==> config.mk <==
export PLATFORM = sky130hd
export DESIGN_NAME = scrp_host
export DESIGN_NICKNAME = d
export VERILOG_FILES = /design/src/verilog/scrp_pkg.sv /design/src/verilog/scrp_tick_if.sv /design/src/verilog/scrp_host.sv /design/src/verilog/scrp_sclk_div.sv
export SDC_FILE = /design/constraint.sdc
export NUM_CORES = 1
export LEC_CHECK = 0
export BUFFER_PORTS_ARGS = -buffer_cell sky130_fd_sc_hd__buf_2
export CORE_MARGIN = 10
export CORE_UTILIZATION = 38
export CTS_CLUSTER_SIZE = 12
export DETAILED_ROUTE_END_ITERATION = 8
export GPL_TIMING_DRIVEN = 1
export PLACE_DENSITY = 0.53
export REMOVE_ABC_BUFFERS = 1
export SYNTH_ARGS = -nofsm -noshare
export SYNTH_HDL_FRONTEND = slang
export SYNTH_SLANG_ARGS = --single-unit
==> constraint.sdc <==
create_clock -name pclk -period 6.8 [get_ports pclk]
set_clock_uncertainty 0.2 [all_clocks]
set_input_delay 0.34 -clock pclk [delete_from_list [all_inputs] [get_ports pclk]]
set_output_delay 0.34 -clock pclk [all_outputs]
set_load 0.005 [all_outputs]
==> src/verilog/scrp_pkg.sv <==
package scrp_pkg;

    // Clock and link timing
    localparam int PCLK_PERIOD_NS  = 5;
    localparam int SCLK_HALF_NS    = 50;
    localparam int CS_GAP_NS       = 100;
    localparam int SCLK_HALF_CYC   = (SCLK_HALF_NS + PCLK_PERIOD_NS - 1) / PCLK_PERIOD_NS;
    localparam int CS_GAP_CYC      = (CS_GAP_NS + PCLK_PERIOD_NS - 1) / PCLK_PERIOD_NS;
    localparam int DIV_W           = 8;
    localparam logic [7:0] DIV_MIN = 8'h04;
    localparam logic [7:0] DIV_RST = 8'(SCLK_HALF_CYC);

    // Frame layout, bit 1 of the frame is the top bit of the shifter
    localparam int FRAME_BITS      = 24;
    localparam int CMD_BITS        = 8;
    localparam int DATA_BITS       = 16;
    localparam logic [1:0] RSVD_VAL = 2'h2;
    localparam logic [4:0] LAST_IDX = 5'h17;
    localparam logic [4:0] CMD_IDX  = 5'h08;
    localparam logic FRAME_READ    = 1'h1;
    localparam logic FRAME_WRITE   = 1'h0;

    // Own APB register map
    localparam logic [7:0] OFS_CTRL   = 8'h00;
    localparam logic [7:0] OFS_WDATA  = 8'h04;
    localparam logic [7:0] OFS_RDATA  = 8'h08;
    localparam logic [7:0] OFS_STATUS = 8'h0C;
    localparam logic [7:0] OFS_DIV    = 8'h10;

    // Control and status fields
    localparam int CTRL_START    = 0;
    localparam int CTRL_READ     = 1;
    localparam int CTRL_ADDR_LO  = 4;
    localparam int CTRL_ADDR_HI  = 7;
    localparam int CTRL_REGMODE  = 8;
    localparam int ST_BUSY       = 0;
    localparam int ST_DONE       = 1;

    // Device register indices and main configuration fields
    localparam logic [3:0] DEV_MAIN_CFG     = 4'h0;
    localparam logic [3:0] DEV_CM_ADJ       = 4'h1;
    localparam logic [3:0] DEV_OFS_FIRST    = 4'h2;
    localparam logic [3:0] DEV_FS_FIRST     = 4'h3;
    localparam logic [3:0] DEV_OFS_SECOND   = 4'hA;
    localparam logic [3:0] DEV_FS_SECOND    = 4'hB;
    localparam logic [3:0] DEV_PHASE_COARSE = 4'hC;
    localparam logic [3:0] DEV_PHASE_FILT   = 4'hD;
    localparam int CFG_INTERLEAVE_BIT = 7;
    localparam int CFG_PHASE_BIT      = 14;
    localparam int CFG_TWOS_BIT       = 4;

    typedef enum logic [2:0] {ST_IDLE, ST_LEAD, ST_SHIFT, ST_TRAIL, ST_GAP} scrp_state_t;

endpackage : scrp_pkg

==> src/verilog/scrp_tick_if.sv <==
`timescale 1ns/100ps
interface scrp_tick_if;
    logic                     run;
    logic [scrp_pkg::DIV_W-1:0] half;
    logic                     tick;
    modport gen (input run, input half, output tick);
    modport use_side (output run, output half, input tick);
endinterface : scrp_tick_if
==> src/verilog/scrp_host.sv <==
// Our own choice: register access over APB.
`timescale 1ns/100ps
module scrp_host
(
    input  wire logic        pclk,
    input  wire logic        presetn,
    input  wire logic        psel,
    input  wire logic        penable,
    input  wire logic        pwrite,
    input  wire logic [7:0]  paddr,
    input  wire logic [31:0] pwdata,
    output logic      [31:0] prdata,
    output logic             pready,
    output logic             pslverr,
    output logic             register_control_select_n,
    output logic             serial_select_n,
    output logic             sclk,
    output logic             serial_in_line,
    output logic             serial_in_line_oe,
    input  wire logic        serial_out_line
);
    scrp_tick_if tk ();

    scrp_pkg::scrp_state_t      state_r, state_nxt;
    logic [23:0]                frame_r, frame_nxt;
    logic [15:0]                rx_r, rx_nxt;
    logic [4:0]                 bit_r, bit_nxt;
    logic [7:0]                 gap_r, gap_nxt;
    logic                       cs_n_r, cs_n_nxt;
    logic                       sclk_r, sclk_nxt;
    logic                       oe_r, oe_nxt;
    logic                       rd_r, rd_nxt;
    logic [3:0]                 addr_r, addr_nxt;
    logic                       mode_r, mode_nxt;
    logic [15:0]                wdata_r, wdata_nxt;
    logic [15:0]                rdata_r, rdata_nxt;
    logic [scrp_pkg::DIV_W-1:0] div_r, div_nxt;
    logic                       done_r, done_nxt;
    logic [31:0]                prdata_r, prdata_nxt;
    logic                       sdo_m_r, sdo_s_r;
    logic                       wr_acc, hit, start, frame_end;

    scrp_sclk_div u_div
    (
        .pclk    (pclk),
        .presetn (presetn),
        .tk      (tk)
    );

    // Divider runs only inside a frame; slow rates are just larger counts
    assign tk.run  = (state_r == scrp_pkg::ST_LEAD) || (state_r == scrp_pkg::ST_SHIFT) ||
                     (state_r == scrp_pkg::ST_TRAIL);
    assign tk.half = (div_r < scrp_pkg::DIV_MIN) ? scrp_pkg::DIV_MIN : div_r;

    // Device output comes from another clock domain
    always_ff @(posedge pclk or negedge presetn)
    begin
        if (!presetn)
        begin
            sdo_m_r <= 1'b0;
            sdo_s_r <= 1'b0;
        end
        else
        begin
            sdo_m_r <= serial_out_line;
            sdo_s_r <= sdo_m_r;
        end
    end

    // APB decode; zero wait states, unmapped offsets answer with an error
    assign wr_acc = psel && penable && pwrite;
    always_comb
    begin
        hit = 1'b1;
        if (paddr == scrp_pkg::OFS_CTRL)
            prdata_nxt = {23'h0, mode_r, addr_r, 2'h0, rd_r, 1'b0};
        else if (paddr == scrp_pkg::OFS_WDATA)
            prdata_nxt = {16'h0, wdata_r};
        else if (paddr == scrp_pkg::OFS_RDATA)
            prdata_nxt = {16'h0, rdata_r};
        else if (paddr == scrp_pkg::OFS_STATUS)
            prdata_nxt = {30'h0, done_r, state_r != scrp_pkg::ST_IDLE};
        else if (paddr == scrp_pkg::OFS_DIV)
            prdata_nxt = {24'h0, div_r};
        else
        begin
            hit        = 1'b0;
            prdata_nxt = 32'h0;
        end
        if (!(psel && !penable))
            prdata_nxt = prdata_r;
    end
    assign pready  = 1'b1;
    assign pslverr = psel && penable && !hit;
    assign prdata  = prdata_r;

    // Starting needs register mode and an idle engine; else the bit is dropped
    assign start     = wr_acc && (paddr == scrp_pkg::OFS_CTRL) && pwdata[scrp_pkg::CTRL_START] &&
                       pwdata[scrp_pkg::CTRL_REGMODE] && mode_r && (state_r == scrp_pkg::ST_IDLE);
    assign frame_end = (state_r == scrp_pkg::ST_GAP) && (gap_r == 8'h00);

    // Software-facing registers; done set wins over a clear in the same cycle
    always_comb
    begin
        mode_nxt  = mode_r;
        rd_nxt    = rd_r;
        addr_nxt  = addr_r;
        wdata_nxt = wdata_r;
        div_nxt   = div_r;
        done_nxt  = done_r;
        if (wr_acc && paddr == scrp_pkg::OFS_CTRL && state_r == scrp_pkg::ST_IDLE)
        begin
            mode_nxt = pwdata[scrp_pkg::CTRL_REGMODE];
            rd_nxt   = pwdata[scrp_pkg::CTRL_READ];
            addr_nxt = pwdata[scrp_pkg::CTRL_ADDR_HI:scrp_pkg::CTRL_ADDR_LO];
        end
        if (wr_acc && paddr == scrp_pkg::OFS_WDATA)
            wdata_nxt = pwdata[15:0];
        if (wr_acc && paddr == scrp_pkg::OFS_DIV)
            div_nxt = pwdata[7:0];
        if (wr_acc && paddr == scrp_pkg::OFS_STATUS && pwdata[scrp_pkg::ST_DONE])
            done_nxt = 1'b0;
        if (frame_end)
            done_nxt = 1'b1;
    end

    // Frame engine: one tick per half serial clock
    always_comb
    begin
        state_nxt = state_r;
        frame_nxt = frame_r;
        rx_nxt    = rx_r;
        bit_nxt   = bit_r;
        gap_nxt   = gap_r;
        cs_n_nxt  = cs_n_r;
        sclk_nxt  = sclk_r;
        oe_nxt    = oe_r;
        rdata_nxt = rdata_r;
        case (state_r)
            scrp_pkg::ST_IDLE:
            begin
                if (start)
                begin
                    frame_nxt = {pwdata[scrp_pkg::CTRL_READ], scrp_pkg::RSVD_VAL,
                                 pwdata[scrp_pkg::CTRL_ADDR_HI:scrp_pkg::CTRL_ADDR_LO],
                                 1'b0, wdata_r};
                    cs_n_nxt  = 1'b0;
                    oe_nxt    = 1'b1;
                    bit_nxt   = '0;
                    state_nxt = scrp_pkg::ST_LEAD;
                end
            end
            scrp_pkg::ST_LEAD:
            begin
                if (tk.tick)
                begin
                    sclk_nxt  = 1'b1;
                    rx_nxt    = {rx_r[14:0], sdo_s_r};
                    state_nxt = scrp_pkg::ST_SHIFT;
                end
            end
            scrp_pkg::ST_SHIFT:
            begin
                if (tk.tick && sclk_r)
                begin
                    sclk_nxt = 1'b0;
                    if (bit_r == scrp_pkg::LAST_IDX)
                        state_nxt = scrp_pkg::ST_TRAIL;
                    else
                    begin
                        bit_nxt   = bit_r + 5'h01;
                        frame_nxt = {frame_r[22:0], 1'b0};
                        if (rd_r && (bit_r + 5'h01 == scrp_pkg::CMD_IDX))
                            oe_nxt = 1'b0;
                    end
                end
                else if (tk.tick)
                begin
                    // Device launched on the falling edge, so sample on rising
                    sclk_nxt = 1'b1;
                    rx_nxt   = {rx_r[14:0], sdo_s_r};
                end
            end
            scrp_pkg::ST_TRAIL:
            begin
                if (tk.tick)
                begin
                    cs_n_nxt  = 1'b1;
                    oe_nxt    = 1'b0;
                    gap_nxt   = 8'(scrp_pkg::CS_GAP_CYC - 1);
                    if (rd_r)
                        rdata_nxt = rx_r;
                    state_nxt = scrp_pkg::ST_GAP;
                end
            end
            default:
            begin
                if (gap_r == 8'h00)
                    state_nxt = scrp_pkg::ST_IDLE;
                else
                    gap_nxt = gap_r - 8'h01;
            end
        endcase
    end

    always_ff @(posedge pclk or negedge presetn)
    begin
        if (!presetn)
        begin
            state_r  <= scrp_pkg::ST_IDLE;
            frame_r  <= '0;
            rx_r     <= '0;
            bit_r    <= '0;
            gap_r    <= '0;
            cs_n_r   <= 1'b1;
            sclk_r   <= 1'b0;
            oe_r     <= 1'b0;
            rdata_r  <= '0;
            mode_r   <= 1'b0;
            rd_r     <= 1'b0;
            addr_r   <= '0;
            wdata_r  <= '0;
            div_r    <= scrp_pkg::DIV_RST;
            done_r   <= 1'b0;
            prdata_r <= '0;
        end
        else
        begin
            state_r  <= state_nxt;
            frame_r  <= frame_nxt;
            rx_r     <= rx_nxt;
            bit_r    <= bit_nxt;
            gap_r    <= gap_nxt;
            cs_n_r   <= cs_n_nxt;
            sclk_r   <= sclk_nxt;
            oe_r     <= oe_nxt;
            rdata_r  <= rdata_nxt;
            mode_r   <= mode_nxt;
            rd_r     <= rd_nxt;
            addr_r   <= addr_nxt;
            wdata_r  <= wdata_nxt;
            div_r    <= div_nxt;
            done_r   <= done_nxt;
            prdata_r <= prdata_nxt;
        end
    end

    // Pin mode low selects register control; dropping it resets the device bank
    assign register_control_select_n = !mode_r;
    assign serial_select_n           = cs_n_r;
    assign sclk                      = sclk_r;
    assign serial_in_line            = frame_r[23];
    assign serial_in_line_oe         = oe_r;

    // Helper: rising serial edges seen in the current frame
    logic       sclk_q;
    logic [5:0] rise_cnt;
    always_ff @(posedge pclk or negedge presetn)
    begin
        if (!presetn)
        begin
            sclk_q   <= 1'b0;
            rise_cnt <= '0;
        end
        else
        begin
            sclk_q <= sclk_r;
            if (cs_n_r)
                rise_cnt <= '0;
            else if (sclk_r && !sclk_q)
                rise_cnt <= rise_cnt + 6'h01;
        end
    end
endmodule : scrp_host

==> src/verilog/scrp_sclk_div.sv <==
`timescale 1ns/100ps
module scrp_sclk_div
(
    input  wire logic    pclk,
    input  wire logic    presetn,
    scrp_tick_if.gen     tk
);
    logic [scrp_pkg::DIV_W-1:0] cnt_r;
    logic [scrp_pkg::DIV_W-1:0] cnt_nxt;
    logic                       tick_r;
    logic                       tick_nxt;

    // Counter restarts whenever run drops, so each frame starts phase-aligned
    always_comb
    begin
        cnt_nxt  = cnt_r;
        tick_nxt = 1'b0;
        if (!tk.run)
            cnt_nxt = '0;
        else if (cnt_r >= tk.half - 8'h01)
        begin
            cnt_nxt  = '0;
            tick_nxt = 1'b1;
        end
        else
            cnt_nxt = cnt_r + 8'h01;
    end

    always_ff @(posedge pclk or negedge presetn)
    begin
        if (!presetn)
        begin
            cnt_r  <= '0;
            tick_r <= 1'b0;
        end
        else
        begin
            cnt_r  <= cnt_nxt;
            tick_r <= tick_nxt;
        end
    end

    assign tk.tick = tick_r & tk.run;
endmodule : scrp_sclk_div

* Word level (Yosys, flattened, before mapping)
Cells that the tools add are included.
** Storage, ports and cells
- Input bits :: 46
- Logic and storage cells :: 137
- Register bits after elaboration :: 149
- Output and inout port bits :: 39
** Operators by class
- Equality and inequality tests :: 19
- Muxes and demuxes :: 50
- Magnitude comparators :: 2
- Reduce and logical (&&, ||, !) cells :: 40
- Add/subtract/negate cells :: 4
- Bitwise gates (word level) :: 2
** Operator list (count)
- 2-to-1 mux 16 bit :: 5
- 2-to-1 mux 24 bit :: 3
- 2-to-1 mux 8 bit :: 7
- case mux 24 bit (2 select lines) :: 1
- case mux 16 bit (2 select lines) :: 1
- 2-to-1 mux 1 bit :: 18
- 2-to-1 mux 3 bit :: 6
- logical AND 1 bit :: 17
- equality test 8 x 4 -> 1 bit, second input constant :: 2
- logical NOT 8 bit :: 2
- case mux 8 bit (2 select lines) :: 1
- subtractor 8 x 1 -> 8 bit, second input constant :: 2
- 2-to-1 mux 5 bit :: 3
- inequality test 2 bit, second input constant :: 6
- case mux 3 bit (4 select lines) :: 1
- AND reduction 6 bit :: 2
- case mux 5 bit (2 select lines) :: 1
- AND reduction 3 bit :: 3
- adder 8 x 1 -> 8 bit, second input constant :: 1
- equality test 8 x 3 -> 1 bit, second input constant :: 1
- equality test 8 x 5 -> 1 bit, second input constant :: 1
- >= comparator 8 bit :: 1
- < comparator 8 x 3 -> 1 bit, second input constant :: 1
- nonzero test 2 bit :: 4
- other kinds (19) :: 27

* Logic depth before layout (Yosys ltp)
Gate-level depths: netlist (run 1).
- Depth in word-level cells :: 9
- Gate-level depth with buffers :: 12
- Mapped depth without buffers :: 12

* By module
From an unflattened synthesis (run 1), not the netlist that was laid out.
** Unflattened totals
- Cell total of the unflattened synthesis :: 599
- Area, all modules :: 6496.2 µm²
** Modules (own cells, without submodules)
- scrp_host :: times used 1, seq. area each 3106.7 µm², area an instance 5808.1 µm², cells an instance 529
- scrp_sclk_div :: times used 1, seq. area each 225.2 µm², area an instance 688.2 µm², cells an instance 70

* Worst setup path after synthesis (run 1)
OpenSTA, ideal clock, no wires.
- Kind :: reg-to-reg
- Start :: register div_r[4] (netlist bit)
- End :: register u_div.cnt_r[2] (netlist bit)
- Setup time :: 140 ps
- Cell stages (with the launch flop) :: 13
- Arrival time :: 2882 ps
- Path buffers :: 0
- Period minus slack after synthesis :: 3222 ps
- Slack :: 3578 ps
- Required time :: 6460 ps
- Cells stage by stage :: dfrtp_1 or4_1 or2_2 o21ai_0 ha_1 nand3_1 xor2_1 ha_1 nand4_1 nor2_1 inv_1 o211ai_1 nor2_1
** On the way
- Word-level cells in the longest chain between the ends :: 6
** Ends and longest elaborated chain
- start: declaration :: line scrp_host.sv:37 : logic [scrp_pkg::DIV_W-1:0] div_r, div_nxt;
- start signal: assignment :: line scrp_host.sv:223 : div_r <= scrp_pkg::DIV_RST;
- start signal: assignment :: line scrp_host.sv:242 : div_r <= div_nxt;
- < comparator 8 x 3 -> 1 bit :: line scrp_host.sv:53 : assign tk.half = (div_r < scrp_pkg::DIV_MIN) ? scrp_pkg::DIV_MIN : div_r;
- 2-to-1 mux 8 bit * :: line scrp_host.sv:53
- subtractor 8 x 1 -> 8 bit * :: line scrp_sclk_div.sv:20 : else if (cnt_r >= tk.half - 8'h01)
- >= comparator 8 bit * :: line scrp_sclk_div.sv:20
- 2-to-1 mux 8 bit * :: line scrp_sclk_div.sv:20
- 2-to-1 mux 8 bit * :: line scrp_sclk_div.sv:18 : if (!tk.run)
- via u_div.cnt_nxt, one bit :: line scrp_sclk_div.sv:9 : logic [scrp_pkg::DIV_W-1:0] cnt_nxt;
- end signal: assignment :: line scrp_sclk_div.sv:38 : cnt_r <= cnt_nxt;
- end: declaration :: line scrp_sclk_div.sv:8 : logic [scrp_pkg::DIV_W-1:0] cnt_r;
Mark *: on every way through the listed nets, which the timed path passes. The rest lies on a longest branch.
A chain may end at the register's enable or synchronous reset.

* Worst setup path after layout (run 1)
- Start :: register div_r[4] (netlist bit)
- End :: register u_div.cnt_r[4] (netlist bit)
Same word-level chain as after synthesis.

==> impl_metrics.yaml, run 1 <==
sta:
  rsz0062_at_grt: "false"
  slew_headroom_pct: 25.6
  drv_slew: 0
  fin_crit_ns: 3.62
  timing.final.crit_share_pct: 53.3
  tns_ns: 0
  maxClockFrequency_ghz: 0.276
  setup_violations: 0
  worst_pin_slew_ns: 1.11
  hold_violations: 0
setup_path:
  slowest_delay_ns: 0.56
  arrival_ns: 3.70
  r2r-end: "u_div.cnt_r[4]"
  crit_slowest_cell: "or4_1"
  cp_cell_sequence: "or4_1 -> or2_2 -> o21ai_0 -> ha_1 -> nand3_1 -> xor2_1 -> ha_1 -> nand4_1 -> nor2_1 -> inv_1 -> o211ai_1 -> nor2_1"
  worst-setup-path-type: "reg -> reg"
  cp-start-kind: "flip-flop"
  worstSetupEndpointType: "flip-flop"
  worstPathRequired_ns: 6.88
  cp_max_fo: 8
  r2r_cells: 12
  r2r_setup_slack_ns: 3.18
  r2r_start: "div_r[4]"
clock_network:
  clk_pin_slew_ns: 0.06
  clock_sinks: 133
  cts-root-buf: "clkbuf_16"
  htree_levels: 4
  clockBufferDepth: 2
  clock_latency_ns: 0.42
  cts_tree: "done"
  cts_made_buffers: 17
  postCtsSetupBuffers: 0
cells_and_area:
  stdcell_count: 896
  layout_commonest_cell: "dfrtp_1"
  area_growth_pct: 17.2
  layout.nets: 724
  diodes: 0
  drive_above_1_share_pct: 25.1
  final_cell_mix: "130 x dfrtp_1, 71 x nand2_1, 64 x mux2_2"
  fill_cells: 1589
placed_design:
  hpwl_um: 10800
  gp_congestion: 0.866
  dp_cells: 852
  portBuffers: 51
route:
  num_vias: 4600
  routed_via_density: 5.13
  drcViolationCount: 0
  drt_iter0_drc: 277
  ant_nets: 0
  wl_per_cell_um: 16.9
  first_pass_iters: 4
  wl_um: 15100
pwr:
  power.switching_uw: 900
  switching_share_pct: 32.8
  pwr-share-seq_pct: 39.5
  p_leak_nw: 3.55
  clkPwrFrac_pct: 35.8
  p_int_mw: 1.84
  pwr-share-comb_pct: 24.6
  vdd_ir_drop_max_mv: 0.178
  power_density_nw_per_um2: 362
yosys:
  ys_async_sr_fraction_pct: 100
  synth.avg_cell_area_um2: 10.6
  synth-seq-area-share_pct: 51.5
  yosysUniqueCellTypes: 64
  syn_inst: 609
  synth_area_um2: 6470
  ys_top_cells_by_area: "dfrtp_1 50%, mux2_2 11%, nand2_1 4.1%, nor2_1 3.4%, ha_1 2.9%"
  synth.top_cell.area_share_pct: 50.3
  synth_area_leader_cell: "dfrtp_1"
  ys_ff_latch: 133
  yosys_warnings: 0
  ys.flop_type: "dfrtp_1"
  synth-edff-count: 0
die:
  dieArea_um2: 22600
  fp.coreArea_um2: 16600
  start_util_pct: 38.9
  die_w_um: 150
  die_y_um: 150
  io_pins: 85
  rows: 47
global_routing:
  grt_overflow: 0
  grt_pass1_wl_um: 24600
  grt_usage_pct: 13.9
  grt_pass1_vias: 4656
  antenna_found_initial: 0
  grt_max_degree: 72
hold_path:
  hp-start: "pwdata[6]"
  hold_depth: 3
  hold_path_end: "frame_r[19]"
  min_path_type: "in -> reg"
status:
  status: "complete, no violations"
flow_run:
  max_cap_violations: 0
[cell type report]
cell class / instances / area [µm²] / share of cell area (%)
clock buffers: 18 / 439 / 5.79
clock inverters: 14 / 198 / 2.61
inverters: 16 / 60.1 / 0.792
multi-input cells: 429 / 2870 / 37.9
flip-flops and latches: 133 / 3330 / 44.0
well taps: 220 / 275 / 3.63
repair buffers: 66 / 404 / 5.33
[state kept, by name, summed over array words and instances (netlist names), 3 cells and up]
register,count
div_r,8
rdata_r,16
prdata,16
rx_r,16
gap_r,8
u_div.cnt_r,8
wdata_r,16
addr_r,4
state_r,3
bit_r,5
frame_r,24
[synthesized netlist by cell type, drive strengths merged (3+ instances only)]
library cell,n
nand2b,5
ha,15
and2,3
dfrtp,130
or3,5
a21oi,18
nor3,9
nor2b,4
xnor2,8
or4,3
clkbuf,13
o21ai,21
buf,33
nor4,3
nor3b,3
inv,16
nand4,4
dfstp,3
or2,3
a31oi,24
o31ai,13
and3,7
nand2,72
mux2,64
xor2,8
nand3,15
a22oi,9
mux2i,7
a21o,4
nor2,60
[logic make-up (layout without fill, tap and decap cells)]
group | Yosys count | count (layout) | synth area share, %
AO/OA/AOI/OAI | 106 | 106 | 10.6
adder cells (fa/ha/maj) | 15 | 15 | 2.90
flip-flops | 133 | 133 | 51.5
other | 2 | 17 | 0.116
AND/OR/NAND/NOR | 204 | 204 | 15.4
multiplexers | 71 | 71 | 12.2
buffers and inverters | 62 | 114 | 5.09
XOR/XNOR | 16 | 16 | 2.17
[power groups by stage]
stage / Clock, mW / Sequential [mW] / Combinational, mW
finish: 0.982 / 1.08 / 0.676
global route: 1.04 / 1.11 / 0.772
CTS: 1.00 / 1.09 / 0.686
detailed placement: 0 / 1.10 / 0.677
global placement: 0 / 1.09 / 0.655
floorplan: 0 / 1.06 / 0.504
[critical path: cells and delay by family, from the launching register on]
family | cells | cell delay, ns
simple gates | 6 | 1.29
compound gates | 2 | 0.76
fa+ha+maj | 2 | 0.57
flops | 1 | 0.44
xor+xnor | 1 | 0.16
buf+inv | 1 | 0.05
[stage by stage]
step	hold WS [ns]	cell area, µm²	setup WS (ns)	utilization, %	power, mW
floorplan	-0.156	6260	3.06	-	1.56
global placement	0.135	6820	3.24	41.0	1.75
detailed placement	0.140	6820	3.16	41.0	1.78
CTS	0.0247	7580	3.13	45.6	2.78
global route	0.0291	7580	2.88	45.6	2.93
finish	0.0384	7580	3.18	45.6	2.74
[how the worst max path moves through the flow]
stage,endpoint,slack [ns],startpoint,cells after the start
CTS,u_div.cnt_r[6],3.13,div_r[4],12
detailed placement,u_div.cnt_r[3],3.16,div_r[4],12
finish,u_div.cnt_r[4],3.18,div_r[4],12
global placement,u_div.cnt_r[2],3.24,div_r[4],12
floorplan,bit_r[3],3.06,state_r[1],5
global route,u_div.cnt_r[4],2.88,div_r[4],12
[metal layers]
layer | part of all wire [%] | vias to the layer above | routed length (µm) | track usage, %
met5 | 0 | - | 0 | 0
met4 | 1.0 | 0 | 157 | 5.39
met3 | 6.1 | 12 | 927 | 3.66
met2 | 47 | 88 | 7040 | 21.2
met1 | 46 | 2274 | 6970 | 18.4
li1 | - | 2226 | - | -
[repair_timing]
action	CTS	global route
hold buffers	12	0
endpoints found under the hold margin	74	0
resized for setup	0	0
endpoints found under the setup margin	0	0
(Power assumes the default switching activity.)
==> run 2: changes to the inputs <==
--- a/config.mk
+++ b/config.mk
@@ -11,7 +11,7 @@
 export CTS_CLUSTER_SIZE = 12
 export DETAILED_ROUTE_END_ITERATION = 8
 export GPL_TIMING_DRIVEN = 1
-export PLACE_DENSITY = 0.53
+export PLACE_DENSITY = 0.56
 export REMOVE_ABC_BUFFERS = 1
 export SYNTH_ARGS = -nofsm -noshare
 export SYNTH_HDL_FRONTEND = slang
==> constraint.sdc (replaced) <==
create_clock -name pclk -period 3.2 [get_ports pclk]
set_clock_uncertainty 0.2 [all_clocks]
set_input_delay 0.16 -clock pclk [delete_from_list [all_inputs] [get_ports pclk]]
set_output_delay 0.16 -clock pclk [all_outputs]
set_load 0.005 [all_outputs]
==> impl_metrics.yaml, run 2 (synthesis results as in run 1) <==
global_routing:
  antenna_found_initial: 0
  grt_pass1_wl_um: 25500
  grt_overflow: 0
  grt_pass1_vias: 4888
  grt_usage_pct: 14.2
  grt_max_degree: 59
setup_path:
  crit_slowest_cell: "or4_4"
  cp-start-kind: "flip-flop"
  worst-setup-path-type: "reg -> reg"
  worstPathRequired_ns: 3.35
  arrival_ns: 3.31
  slowest_delay_ns: 0.54
  cpMostUsedCell: "buf_4"
  cp_cell_sequence: "or4_4 -> or2_4 -> o21ai_4 -> ha_4 -> nand3_1 -> xor2_1 -> ha_1 -> buf_4 -> a21o_1 -> a21oi_2 -> o211ai_1 -> buf_4 -> nor2_1"
  r2r_setup_slack_ns: 0.04
  cp_max_fo: 8
  worstSetupEndpointType: "flip-flop"
  critical-path-top-delay-family: "simple AND/OR/NAND/NOR gates"
  worst-path-buf-inv: 2
die:
  dieArea_um2: 22600
  io_pins: 85
  fp.coreArea_um2: 16600
  die_y_um: 150
  start_util_pct: 38.9
  rows: 47
  die_w_um: 150
placed_design:
  hpwl_um: 10900
  gp_congestion: 0.837
  dp_cells: 869
  portBuffers: 51
  dpl_cell_area_um2: 6980
route:
  drcViolationCount: 0
  drt_iter0_drc: 227
  wl_um: 15600
  ant_nets: 0
  routed_via_density: 5.23
  wl_per_cell_um: 16.8
  first_pass_iters: 7
  num_vias: 4849
pwr:
  vdd_ir_drop_max_mv: 0.392
  power_density_nw_per_um2: 745
  p_leak_nw: 3.67
  total_power_mw: 5.88
cells_and_area:
  largest_reg_flops: 24
  stdcell_count: 927
  top_register: "frame_r"
  final_area_um2: 7890
  fill_cells: 1554
  drive_above_1_share_pct: 27.9
  layout.nets: 754
  final_cell_mix: "130 x dfrtp_1, 71 x nand2_1, 64 x mux2_2"
  layout_commonest_cell: "dfrtp_1"
  regArea_um2: 3330
  multi_input_area_um2: 2920
  area_growth_pct: 21.9
sta:
  rsz0062_at_grt: "true"
  fin_crit_ns: 3.16
  worst_pin_slew_ns: 0.770
  slew_headroom_pct: 48.5
  hold_violations: 0
  timing.final.crit_share_pct: 98.8
  setup_violations: 0
  maxClockFrequency_ghz: 0.316
  drv_slew: 0
clock_network:
  cts_tree: "done"
  htree_levels: 4
  clockBufferDepth: 2
  cts_made_buffers: 17
  clock_latency_ns: 0.43
  clk_pin_slew_ns: 0.06
  cts-root-buf: "clkbuf_16"
  clock_sinks: 133
status:
  status: "complete, no violations"
hold_path:
  min_path_type: "in -> reg"
flow_run:
  max_cap_violations: 0
==> run 2: cell count changes in the layout (fill, tap and decap cells not counted), moves of 2 or more <==
cell and change:
buf_12 +2, nor2_1 -2, o21ai_0 -2, nor2_2 +2
o21ai_4 +2, buf_4 +18, dlygate4sd3_1 +10
==> run 2: final cells by class <==
| class | count | share of cell area, % |
|---|---|---|
| Sequential cell | 133 | 42.2 |
| Multi-Input combinational cell | 429 | 37.1 |
| Timing Repair Buffer | 96 | 8.61 |
| Clock buffer | 18 | 5.57 |
| Tap cell | 220 | 3.49 |
| Clock inverter | 14 | 2.22 |
| Inverter | 16 | 0.762 |
| Antenna cell | 1 | 0.0317 |
==> run 2: tightest hold or removal path: cells and delay by family <==
| family | cells | cell delay (ns) |
|---|---|---|
| AOI/OAI and AO/OA | 2 | 0.15 |
| buffers and inverters | 1 | 0.21 |
| and+or+nand+nor | 1 | 0.11 |
==> run 2: timing repair <==
action / in CTS / in global routing
endpoints found under the hold margin: 131 / 0
gates resized for setup: 5 / 8
gates cloned: 0 / 0
endpoints found under the setup margin: 9 / 9
pin swaps: 3 / 3
setup buffers: 3 / 0
hold buffers: 22 / 0
==> run 2: per-stage QoR <==
stage | setup slack (ns) | util, % | hold WS [ns] | setup TNS (ns)
finish | 0.0369 | 47.4 | 0.0500 | 0
detailed placement | -0.302 | 41.9 | -0.0206 | -2.30
floorplan | -0.536 | - | -0.336 | -9.18
CTS | 0.00399 | 47.1 | 0.0330 | 0
global placement | -0.150 | 41.9 | -0.0313 | -1.13
global route | -0.0492 | 47.4 | 0.0496 | -0.274
==> run 2: power by group <==
group          switching [mW]  internal, mW
clock                   0.765          1.25
combinational           0.886         0.668
sequential              0.293          2.01
total                    1.94          3.93
==> run 2: worst paths after layout <==
kind / cells past startpoint / startpoint / to
max in group asynchronous: 3 / presetn / wdata_r[1]
min in group asynchronous: 2 / presetn / rx_r[0]
max reg2reg: 13 / div_r[4] / u_div.cnt_r[7]
min: 4 / paddr[3] / done_r
min reg2reg: 0 / sdo_m_r / sdo_s_r
max: 13 / div_r[4] / u_div.cnt_r[7]
==> run 2: per-layer routing <==
layer	track usage [%]	routed length, µm
met1	18.5	7010
met2	21.5	7150
met3	4.11	989
met4	6.46	398
met5	0	0
==> run 3: changes to the inputs <==
--- a/config.mk
+++ b/config.mk
@@ -16,3 +16,4 @@
 export SYNTH_ARGS = -nofsm -noshare
 export SYNTH_HDL_FRONTEND = slang
 export SYNTH_SLANG_ARGS = --single-unit
+export TNS_END_PERCENT = 20
==> constraint.sdc (replaced) <==
create_clock -name pclk -period 2.75 [get_ports pclk]
set_clock_uncertainty 0.2 [all_clocks]
set_input_delay 0.1375 -clock pclk [delete_from_list [all_inputs] [get_ports pclk]]
set_output_delay 0.1375 -clock pclk [all_outputs]
set_load 0.005 [all_outputs]
==> impl_metrics.yaml, run 3 (synthesis results as in run 1) <==
status:
  status: "finished with violations"
  violations: "negative setup slack"
flow_run:
  max_cap_violations: 0
route:
  num_vias: 4797
  drt_iter0_drc: 319
  first_pass_iters: 5
  wl_um: 15500
  routed_via_density: 5.15
  drcViolationCount: 0
  ant_nets: 0
  wl_per_cell_um: 16.6
die:
  die_w_um: 150
  start_util_pct: 38.9
  dieArea_um2: 22600
  io_pins: 85
  fp.coreArea_um2: 16600
  rows: 47
  die_y_um: 150
sta:
  fin_crit_ns: 3.06
  hold_violations: 0
  maxClockFrequency_ghz: 0.327
  timing.final.crit_share_pct: 111
  worst_pin_slew_ns: 0.536
  drv_slew: 0
  setup_violations: 9
  tns_ns: -2.68
  postLayoutSetupSlackWorst_ns: -0.312
  rsz0062_at_grt: "true"
  slew_headroom_pct: 64.3
setup_path:
  setup.worst_path.start: "div_r[4]"
  r2r-end: "u_div.cnt_r[7]"
  r2r_cells: 12
  r2r_setup_slack_ns: -0.31
  worst-path-buf-inv: 1
  worstSetupEndpointType: "flip-flop"
  path_depth: 12
  cp_max_fo: 8
  cp-start-kind: "flip-flop"
  cp_cell_sequence: "or4_4 -> or2_4 -> o21ai_2 -> ha_2 -> nand3_2 -> xor2_1 -> ha_1 -> a21o_1 -> a21oi_2 -> o211ai_1 -> buf_4 -> nor2_1"
  crit_slowest_cell: "or4_4"
  worstPathRequired_ns: 2.90
  r2r_start: "div_r[4]"
  crit_end: "u_div.cnt_r[7]"
  critical-path-top-delay-family: "simple AND/OR/NAND/NOR gates"
  arrival_ns: 3.21
  worst-setup-path-type: "reg -> reg"
  slowest_delay_ns: 0.53
global_routing:
  antenna_found_initial: 2
  grt_usage_pct: 14.2
  grt_pass1_wl_um: 25300
  grt_max_degree: 62
  grt_pass1_vias: 4814
  grt_overflow: 0
cells_and_area:
  area_growth_pct: 22.3
  layout.nets: 757
  top_register: "frame_r"
  post-route-util_pct: 47.6
  largest_reg_flops: 24
  final_cell_mix: "130 x dfrtp_1, 71 x nand2_1, 64 x mux2_2"
  layout_commonest_cell: "dfrtp_1"
  drive_above_1_share_pct: 28.1
clock_network:
  cts-root-buf: "clkbuf_16"
  clock_latency_ns: 0.42
  cts_made_buffers: 17
  clock_sinks: 133
  clockBufferDepth: 2
  clk_pin_slew_ns: 0.06
  cts_tree: "done"
  htree_levels: 4
pwr:
  vdd_ir_drop_max_mv: 0.448
  power_density_nw_per_um2: 879
  p_leak_nw: 3.70
placed_design:
  gp_congestion: 0.849
  hpwl_um: 11000
  portBuffers: 51
hold_path:
  min_path_type: "in -> reg"
[run 3: changes by cell type in the layout (fill, tap and decap cells not counted), sizes merged]
cell | previous run | this run
buf | 74 | 76
clkinv | 5 | 3
bufinv | 3 | 4
diode | 1 | 2
dlygate4sd3 | 22 | 23
inv | 19 | 20
[run 3: final cells by class]
class	instances	area (µm²)
Fill cell	1506	8730
Tap cell	220	275
Clock inverter	14	199
Sequential cell	133	3330
Multi-Input combinational cell	429	2900
Antenna cell	2	5.00
Inverter	16	60.1
Clock buffer	18	439
Timing Repair Buffer	99	704
[run 3: how the worst min path moves through the flow]
| stage | start | depth (start not counted) | to | slack (ns) |
|---|---|---|---|---|
| 6_report | paddr[3] | 4 | done_r | 0.02 |
| 5_1_grt | paddr[3] | 4 | done_r | 0.04 |
| 4_1_cts | paddr[3] | 4 | done_r | 0.002 |
| 3_5_place_dp | presetn | 1 | u_div.cnt_r[4] | -0.06 |
| 3_3_place_gp | presetn | 1 | u_div.cnt_r[4] | -0.07 |
| 2_1_floorplan | presetn | 0 | addr_r[0] | -0.36 |
[run 3: routing by layer]
layer  track usage (%)  up-vias  wire (µm)
met3              3.39       21        912
met2              21.3      122       7060
met1              19.2     2345       7200
met5                 0        -          0
met4              6.12        0        284
li1                  -     2309          -
[run 3: tightest hold or removal path, delay by kind of cell]
family	cells	cell delay [ns]
simple gates	1	0.11
compound gates	2	0.14
buf+inv	1	0.21
[run 3: metrics by stage]
| stage | hold slack, ns | instance area (µm²) | setup slack (ns) | std cells | power (mW) |
|---|---|---|---|---|---|
| 3_3_place_gp | -0.0692 | 7010 | -0.380 | 874 | 4.45 |
| 3_5_place_dp | -0.0570 | 7010 | -0.447 | 874 | 4.53 |
| 2_1_floorplan | -0.358 | 6260 | -0.986 | 578 | 3.87 |
| 5_1_grt | 0.0447 | 7920 | -0.469 | 931 | 7.43 |
| 4_1_cts | 0.00171 | 7910 | -0.272 | 929 | 7.03 |
| 6_report | 0.0159 | 7920 | -0.312 | 931 | 6.96 |
[run 3: timing repair]
action	CTS	global route
pin swaps	1	3
resized for setup	9	1
setup endpoints to repair	9	9
hold buffers	23	0
setup buffers	0	0
cloned	0	0
endpoints found under the hold margin	176	0
[run 3: report_power, final]
group	switching, mW	internal (mW)	total (mW)	leakage [nW]
Clock	0.883	1.55	2.44	0.305
Combinational	1.08	0.794	1.88	1.66
Sequential	0.304	2.34	2.65	1.74
Total	2.27	4.69	6.96	3.70
